**src/rtl/perfmon_params.svh**
```systemverilog
// constants for the counter freeze and overflow status bank
`ifndef PERFMON_PARAMS_SVH
`define PERFMON_PARAMS_SVH

// counters served and index width
`define NUM_COUNTERS 16
`define CNT_IDX_W 4
// 64-bit status registers needed, and 32-bit words they span
`define NUM_REGS ((`NUM_COUNTERS + 63) / 64)
`define NUM_WORDS (`NUM_REGS * 2)

// register port widths
`define ADDR_W 12
`define DATA_W 32

// byte offsets
`define OFF_UPPER_ADDR 12'h334
`define OFF_FREEZE_BASE 12'h340
`define OFF_OVERFLOW_BASE 12'h360
`define OFF_IRQ_STATUS 12'h3F0
`define OFF_IRQ_MASK 12'h3F4

// interrupt status bit positions
`define EV_OVERFLOW 0
`define EV_FREEZE 1
`define EV_W 2

// reset values
`define RST_UPPER_ADDR 32'h0000_0000
`define RST_IRQ_STATUS 2'h0
`define RST_IRQ_MASK 2'h0
`define RST_RDATA 32'h0000_0000

`endif

```
**src/rtl/perfmon_pkg.sv**
```systemverilog
// types shared by the counter freeze and overflow status bank
`include "perfmon_params.svh"
package perfmon_pkg;

    // one register port request
    typedef struct packed {
        logic [`ADDR_W-1:0] addr;
        logic [`DATA_W-1:0] wdata;
        logic               wr;
        logic               rd;
    } bus_req_type;

    typedef logic [`NUM_COUNTERS-1:0] counter_vec_type;
    typedef logic [`NUM_WORDS*32-1:0] padded_vec_type;
    typedef logic [`EV_W-1:0]         event_vec_type;

endpackage : perfmon_pkg

```
**src/rtl/perfmon_freeze_overflow_status.sv**
```systemverilog
// counter freeze/overflow status registers and irq upper address register
`timescale 1ns/1ps
`include "perfmon_params.svh"

// Behaviour
// RULE1 - with extended interrupt mode the upper irq address is a 32-bit read-write register reset to zero.
// RULE2 - without extended interrupt mode the upper irq address reads zero and ignores writes.
// RULE3 - without monitoring support the upper address reads zero and the status registers are absent.
// RULE4 - freeze state is a read-only 64-bit vector per group of 64 counters at freeze base plus eight per index.
// RULE5 - a freeze bit at zero means the counter is not frozen, whether disabled or counting.
// RULE6 - a freeze bit at one means the counter is frozen and stays so until software unfreezes it.
// RULE7 - freeze bits change only through commands of the enhanced command interface.
// RULE8 - a successful disable-counter command clears the freeze bit of that counter.
// RULE9 - overflow state is a 64-bit vector per group of 64 counters at overflow base plus eight per index.
// RULE10 - a counter overflow sets its overflow bit, and zero means no overflow since the last clear.
// RULE11 - writing one to an overflow bit clears it.
// RULE12 - just enough status registers exist to give every reported counter one bit.
// RULE13 - writing zero leaves an overflow bit alone and bits past the last counter read zero.
module perfmon_freeze_overflow_status
    import perfmon_pkg::*;
(
    // clock, reset, enable
    input  wire logic                  clk_in,
    input  wire logic                  rst_in,
    input  wire logic                  ce_in,
    // capability straps
    input  wire logic                  monitoring_supported_flag_in,
    input  wire logic                  ext_irq_mode_in,
    // register port
    input  wire bus_req_type           bus_in,
    output logic [`DATA_W-1:0]         rdata_out,
    // counter side
    input  wire counter_vec_type       overflow_in,
    // command interface side
    input  wire counter_vec_type       freeze_in,
    input  wire counter_vec_type       unfreeze_in,
    input  wire logic                  disable_done_in,
    input  wire logic [`CNT_IDX_W-1:0] disable_index_in,
    // state towards the monitoring unit
    output counter_vec_type            freeze_state_out,
    output logic [`DATA_W-1:0]         upper_message_address_out,
    output logic                       irq_out
);

    localparam int NC   = `NUM_COUNTERS;
    localparam int PADW = `NUM_WORDS * 32;

    // true when the address falls on a word of a status block
    function automatic logic in_block(
        input logic [`ADDR_W-1:0] a,
        input logic [`ADDR_W-1:0] base
    );
        logic [`ADDR_W-1:0] span;
        span = `ADDR_W'(`NUM_WORDS * 4);
        return (a >= base) && (a < base + span) && (a[1:0] == 2'b00);
    endfunction : in_block

    // word number inside a status block
    function automatic int word_of(
        input logic [`ADDR_W-1:0] a,
        input logic [`ADDR_W-1:0] base
    );
        logic [`ADDR_W-1:0] off;
        off = a - base;
        return int'(off[`ADDR_W-1:2]);
    endfunction : word_of

    // one word of a status vector, bits past the last counter as zero
    function automatic logic [31:0] pick_word(
        input counter_vec_type    v,
        input logic [`ADDR_W-1:0] a,
        input logic [`ADDR_W-1:0] base
    );
        padded_vec_type p;
        p = PADW'(v);
        return p[word_of(a, base)*32 +: 32];
    endfunction : pick_word

    // counters whose bit sits at a one in the written word
    function automatic counter_vec_type one_mask(
        input logic [31:0]        d,
        input logic [`ADDR_W-1:0] a,
        input logic [`ADDR_W-1:0] base
    );
        counter_vec_type m;
        m = '0;
        for (int i = 0; i < NC; i++) begin
            m[i] = (word_of(a, base) == i / 32) && d[i % 32];
        end
        return m;
    endfunction : one_mask

    // state
    logic [`DATA_W-1:0] upper_message_address;
    counter_vec_type    freeze_state_bits;
    counter_vec_type    overflow_flag_bits;
    event_vec_type      irq_status;
    event_vec_type      irq_mask;

    logic [`DATA_W-1:0] next_upper_message_address;
    counter_vec_type    next_freeze_state_bits;
    counter_vec_type    next_overflow_flag_bits;
    event_vec_type      next_irq_status;
    event_vec_type      next_irq_mask;
    logic [`DATA_W-1:0] next_rdata;
    logic               next_irq;

    // decode
    logic monitoring_supported_flag;
    logic upper_impl;
    logic wr_upper;
    logic wr_ovf;
    logic wr_sts;
    logic wr_mask;
    logic rd_frz;
    logic rd_ovf;

    always_comb begin
        monitoring_supported_flag        = monitoring_supported_flag_in;
        upper_impl = monitoring_supported_flag && ext_irq_mode_in;                                   // [RULE1] [RULE2] [RULE3]
        wr_upper   = bus_in.wr && (bus_in.addr == `OFF_UPPER_ADDR);
        wr_ovf     = bus_in.wr && in_block(bus_in.addr, `OFF_OVERFLOW_BASE);   // [RULE9] [RULE12]
        wr_sts     = bus_in.wr && (bus_in.addr == `OFF_IRQ_STATUS);
        wr_mask    = bus_in.wr && (bus_in.addr == `OFF_IRQ_MASK);
        rd_frz     = in_block(bus_in.addr, `OFF_FREEZE_BASE);                  // [RULE4] [RULE12]
        rd_ovf     = in_block(bus_in.addr, `OFF_OVERFLOW_BASE);
    end

    // upper message address
    always_comb begin
        next_upper_message_address = upper_message_address;
        if (!upper_impl) begin
            next_upper_message_address = `RST_UPPER_ADDR;                      // [RULE2] [RULE3]
        end else if (wr_upper) begin
            next_upper_message_address = bus_in.wdata;                         // [RULE1]
        end
    end

    // freeze state: only command-interface inputs and the monitoring strap move it, the bus cannot
    counter_vec_type disable_vec;

    always_comb begin
        disable_vec = '0;
        if (disable_done_in) begin
            disable_vec = counter_vec_type'(1) << disable_index_in;            // [RULE8]
        end
        // a freeze arriving with a clear of the same counter wins
        next_freeze_state_bits = (freeze_state_bits & ~unfreeze_in & ~disable_vec)
                               | freeze_in;                                    // [RULE5] [RULE6] [RULE7]
        if (!monitoring_supported_flag) begin
            next_freeze_state_bits = '0;                                       // [RULE3]
        end
    end

    // overflow flags, write one to clear
    counter_vec_type ovf_clear;

    always_comb begin
        ovf_clear = '0;
        if (wr_ovf) begin
            ovf_clear = one_mask(bus_in.wdata, bus_in.addr, `OFF_OVERFLOW_BASE); // [RULE11] [RULE13]
        end
        // an overflow in the clearing cycle is kept
        next_overflow_flag_bits = (overflow_flag_bits & ~ovf_clear) | overflow_in; // [RULE10]
        if (!monitoring_supported_flag) begin
            next_overflow_flag_bits = '0;                                      // [RULE3]
        end
    end

    // interrupt status and mask
    event_vec_type events;

    always_comb begin
        events               = '0;
        events[`EV_OVERFLOW] = monitoring_supported_flag && (|(overflow_in & ~overflow_flag_bits));
        events[`EV_FREEZE]   = monitoring_supported_flag && (|(freeze_in & ~freeze_state_bits));
        next_irq_status      = irq_status;
        if (wr_sts) begin
            next_irq_status = irq_status & ~bus_in.wdata[`EV_W-1:0];
        end
        next_irq_status = next_irq_status | events;
        next_irq_mask   = irq_mask;
        if (wr_mask) begin
            next_irq_mask = bus_in.wdata[`EV_W-1:0];
        end
        // from next values so the pin follows the status in the same cycle
        next_irq = |(next_irq_status & next_irq_mask);
    end

    // read data, zero for unmapped or absent words
    always_comb begin
        next_rdata = `RST_RDATA;
        if (bus_in.rd) begin
            if (bus_in.addr == `OFF_UPPER_ADDR) begin
                next_rdata = upper_impl ? upper_message_address : `RST_UPPER_ADDR; // [RULE2] [RULE3]
            end else if (rd_frz && monitoring_supported_flag) begin
                next_rdata = pick_word(freeze_state_bits, bus_in.addr, `OFF_FREEZE_BASE); // [RULE4] [RULE13]
            end else if (rd_ovf && monitoring_supported_flag) begin
                next_rdata = pick_word(overflow_flag_bits, bus_in.addr, `OFF_OVERFLOW_BASE); // [RULE9] [RULE13]
            end else if (bus_in.addr == `OFF_IRQ_STATUS) begin
                next_rdata = `DATA_W'(irq_status);
            end else if (bus_in.addr == `OFF_IRQ_MASK) begin
                next_rdata = `DATA_W'(irq_mask);
            end
        end
    end

    // registers
    always_ff @(posedge clk_in) begin
        if (rst_in) begin
            upper_message_address <= `RST_UPPER_ADDR;
            freeze_state_bits     <= '0;
            overflow_flag_bits    <= '0;
            irq_status            <= `RST_IRQ_STATUS;
            irq_mask              <= `RST_IRQ_MASK;
            rdata_out             <= `RST_RDATA;
            irq_out               <= 1'b0;
        end else if (ce_in) begin
            upper_message_address <= next_upper_message_address;
            freeze_state_bits     <= next_freeze_state_bits;
            overflow_flag_bits    <= next_overflow_flag_bits;
            irq_status            <= next_irq_status;
            irq_mask              <= next_irq_mask;
            rdata_out             <= next_rdata;
            irq_out               <= next_irq;
        end
    end

    // copies for the monitoring unit, kept as flops so outputs stay registered
    always_ff @(posedge clk_in) begin
        if (rst_in) begin
            freeze_state_out          <= '0;
            upper_message_address_out <= `RST_UPPER_ADDR;
        end else if (ce_in) begin
            freeze_state_out          <= next_freeze_state_bits;
            upper_message_address_out <= next_upper_message_address;
        end
    end

endmodule : perfmon_freeze_overflow_status

```
**config.mk**
```make
export PLATFORM = sky130hd
export DESIGN_NAME = perfmon_freeze_overflow_status
export DESIGN_NICKNAME = d
export VERILOG_FILES = /design/src/rtl/perfmon_pkg.sv /design/src/rtl/perfmon_freeze_overflow_status.sv
export VERILOG_INCLUDE_DIRS = /design/src /design/src/rtl
export SDC_FILE = /design/constraint.sdc
export NUM_CORES = 1
export LEC_CHECK = 0
export BUFFER_PORTS_ARGS = -buffer_cell sky130_fd_sc_hd__buf_2
export CORE_UTILIZATION = 45
export CTS_BUF_LIST = sky130_fd_sc_hd__clkbuf_16
export DETAILED_ROUTE_END_ITERATION = 10
export PLACE_DENSITY = 0.81
export SYNTH_ARGS = -nofsm -noshare
export SYNTH_HDL_FRONTEND = slang
export SYNTH_SLANG_ARGS = --single-unit
```
**constraint.sdc**
```tcl
create_clock -name clk_in -period 4.6 [get_ports clk_in]
set_input_delay 0.46 -clock clk_in [delete_from_list [all_inputs] [get_ports clk_in]]
set_output_delay 0.46 -clock clk_in [all_outputs]
set_load 0.03 [all_outputs]
```
==> out/results.md <==
Status
* completed — outcome

Setup path
* 1 — count of buffer and inverter cells on the critical path
* 2980 ps — critical path data arrival time
* monitoring_supported_flag_in — CP Launch Point
* freeze_state_out[14] — worst flop-to-flop path startpoint
* flip-flop — critical path capture point type
* 2560 ps — minimum setup slack among reg-to-reg paths
* buf_2 > and2_1 > and3_1 > nor2b_4 > a21oi_1 > o21ai_1 — cells along the critical path
* simple AND/OR/NAND/NOR gates — category of cells accounting for the largest share of critical-path delay
* sky130_fd_sc_hd__and3_1 — critical-path cell with the highest stage delay
* input pin to flip-flop — CP Class
* input pin — sort of element at the start of the critical path
* 4890 ps — Crit path required time
* 24 — maximum fanout count along the critical path
* 670 ps — Slowest Stage Delay on Critical Path

Route
* 447 — DRT iter0 DRCs
* 5.636 — vias per cell
* 0 — antenna-violating nets left
* 16.91 µm — per-cell routed wire length
* 15290 µm — post-detailed-routing wire length
* 0 — DRC violations left
* 4 — Detailed Routing Iterations Pass 1
* 5095 — total via count in the routed design

Power and ir drop
* 0.2010 mV — IR drop worst, VDD
* 307.9 mW/mm² — power per cell area
* 2.895 nW — Static Leakage

Job
* 0 — number of max-capacitance violations reported

Final layout
* sky130_fd_sc_hd__buf_2, sky130_fd_sc_hd__dfxtp_1, sky130_fd_sc_hd__nand2_1 — highest-count cells in the layout ignoring fill and taps
* 0.002022 mm² — combined flip-flop and latch cell area
* 57.48% — final core area utilization
* 865 — nets
* 24.91% — area growth from synthesis to layout
* 0.002641 mm² — area of the multi-input gates
* 31.68% — fraction of final layout cells sized beyond drive strength 1
* 994 — FILL cells
* 0.006231 mm² — fin area
* 904 — Final Instance Count excl. Fillers
* sky130_fd_sc_hd__buf_2 — most frequent standard cell in the layout excluding fill and tap cells
* 0 — Antenna Diode Count

Global route
* 23450 µm — wire length of the first global-routing pass
* 0 — Overflow after GRT
* 57 — largest net degree at the start of global routing
* 4638 — number of global-route vias before repair
* 0 — number of antenna violations at the first check in global routing
* 26.47% — GRT Util Overall

Die
* 0.01151 mm² — Die Footprint
* 0.01084 mm² — Core Footprint
* 46.02% — initial core utilization
* 185 — boundary pin count
* 38 — Core Rows
* 107.3 µm — vertical die dimension
* 107.3 µm — Chip Width

Synthesis
* sky130_fd_sc_hd__dfxtp_1 — leading register cell type out of synthesis
* 40.53% — proportion of synthesized chip area in sequential cells
* 0 — total number of yosys warnings
* 8.328 µm² — Avg Synthesized Cell Area
* 0% — async set or reset register ratio after synthesis
* 0.004989 mm² — post-synthesis cell area
* 599 — number of instances in the synthesized netlist
* 101 — flop and latch count out of synthesis
* 56 — count of different cell masters after synthesis
* 705 — Mapped Nets
* 0 — number of enable flip-flop cells after synthesis

Timing
* 0 — final-report setup violation count
* 1043 ps — worst slew pin tran
* 371.7 MHz — top achievable clock speed
* 311.4 ps — worst hold margin
* 2690 ps — final critical-path required period
* 30.19% — Worst slew margin
* 3.481 ps — maximum clock skew at final layout
* 0 — endpoints failing hold
* 58.48% — portion of the clock cycle consumed by the worst path in the final layout
* no — RSZ-0062 raised after global routing
* 0 ps — final sum of negative setup slack
* 0 — total count of max-transition violations in the final report

Clocking
* 2 — CTS max path bufs
* 0 — Post-CTS Setup Repair Bufs
* 350 ps — Skew-Pair Late Insertion Delay
* 0 — number of hold-repair buffers added at the cts stage
* 3 — count of H-tree levels built during CTS
* 101 — clock sink total
* 9 — clock buffer count from CTS
* yes — CTS tree
* sky130_fd_sc_hd__clkbuf_16 — clock root cell
* 0 — Resized cells post-CTS
* 70 ps — clock slew seen by the registers of the worst setup and hold paths

Min path
* overflow_in[1] — Worst Hold Launch
* input pin to flip-flop — class of the worst hold path

Placed design
* 0.8973 — placer congestion estimate
* 888 — number of cells in the design after placement
* 11020 µm — DP HPWL
* 184 — Port Buffers
* 0.005917 mm² — post-detailed-placement cell area

flip-flops by register name, indices dropped and copies added, names as in the netlist:
signal / count
freeze_state_out: 16
irq_mask: 2
overflow_flag_bits: 16
rdata_out: 32
irq_status: 2
irq_out: 1
upper_message_address_out: 32
cells in the mapped netlist (5+ instances only):
master | count | area, µm²
sky130_fd_sc_hd__nor2b_1 | 46 | 287.8
sky130_fd_sc_hd__nand2_1 | 87 | 326.6
sky130_fd_sc_hd__dfxtp_1 | 101 | 2022
sky130_fd_sc_hd__a22oi_1 | 17 | 127.6
sky130_fd_sc_hd__o22ai_1 | 5 | 31.28
sky130_fd_sc_hd__o21ai_0 | 14 | 70.07
sky130_fd_sc_hd__nand2b_1 | 13 | 81.33
sky130_fd_sc_hd__a21oi_1 | 40 | 200.2
sky130_fd_sc_hd__nand3_1 | 5 | 25.02
sky130_fd_sc_hd__a211oi_1 | 8 | 60.06
sky130_fd_sc_hd__nor2_2 | 10 | 62.56
sky130_fd_sc_hd__a221oi_1 | 18 | 157.7
sky130_fd_sc_hd__buf_2 | 11 | 55.05
sky130_fd_sc_hd__clkbuf_1 | 18 | 67.56
sky130_fd_sc_hd__nor4_1 | 5 | 31.28
sky130_fd_sc_hd__nor2_1 | 35 | 131.4
sky130_fd_sc_hd__o21ai_1 | 17 | 85.08
sky130_fd_sc_hd__a22o_1 | 32 | 280.3
sky130_fd_sc_hd__a211oi_2 | 8 | 100.1
sky130_fd_sc_hd__nand4_1 | 5 | 31.28
sky130_fd_sc_hd__a21oi_2 | 10 | 87.58
sky130_fd_sc_hd__inv_1 | 32 | 120.1
tightest hold or removal path: cells and delay by family:
| family | cells | cell delay [ps] |
|---|---|---|
| buffers and inverters | 1 | 90 |
| and+or+nand+nor | 2 | 80 |
kinds of logic after synthesis:
group           count (synthesis)  share of synthesized area (%)
simple gates                  230                          23.70
buf+inv                        72                          6.697
flops                         101                          40.53
fa+ha+maj                       2                         0.5016
compound gates                187                          27.09
mux                             7                          1.480
per-layer routing:
| metal | share of wire, % | track usage, % |
|---|---|---|
| met1 | 44 | 33.60 |
| met2 | 45 | 43.00 |
| met3 | 8.1 | 5.811 |
| met4 | 3.1 | 11.64 |
| met5 | 0 | 0 |
through the flow:
stage | power, mW | setup WS (ps)
after detailed placement | 1.119 | 1545
after global placement | 1.118 | 1635
final | 1.918 | 1910
after CTS | 1.917 | 1895
after floorplan | 1.025 | 2573
after global routing | 1.986 | 1759
path summary, 6_finish.rpt:
path                                 end  cells after the start
hold reg to reg   overflow_flag_bits[11]                      2
hold / removal     overflow_flag_bits[1]                      3
setup / recovery           rdata_out[15]                      6
setup reg to reg                 irq_out                      6
cell type report:
cell class / count / area share, %
clock buffers: 9 / 3.614
clock inverters: 7 / 1.426
inverters: 32 / 1.928
multi-input cells: 426 / 42.39
flip-flops and latches: 101 / 32.45
well taps: 140 / 2.811
repair buffers: 189 / 15.38
power by group:
group	internal [mW]	total [mW]	switching, mW
Combinational	0.0735	0.198	0.124
Sequential	0.888	0.904	0.0161
Clock	0.474	0.816	0.342
Total	1.44	1.92	0.482
Note: power is estimated with default switching activity, not from simulation.
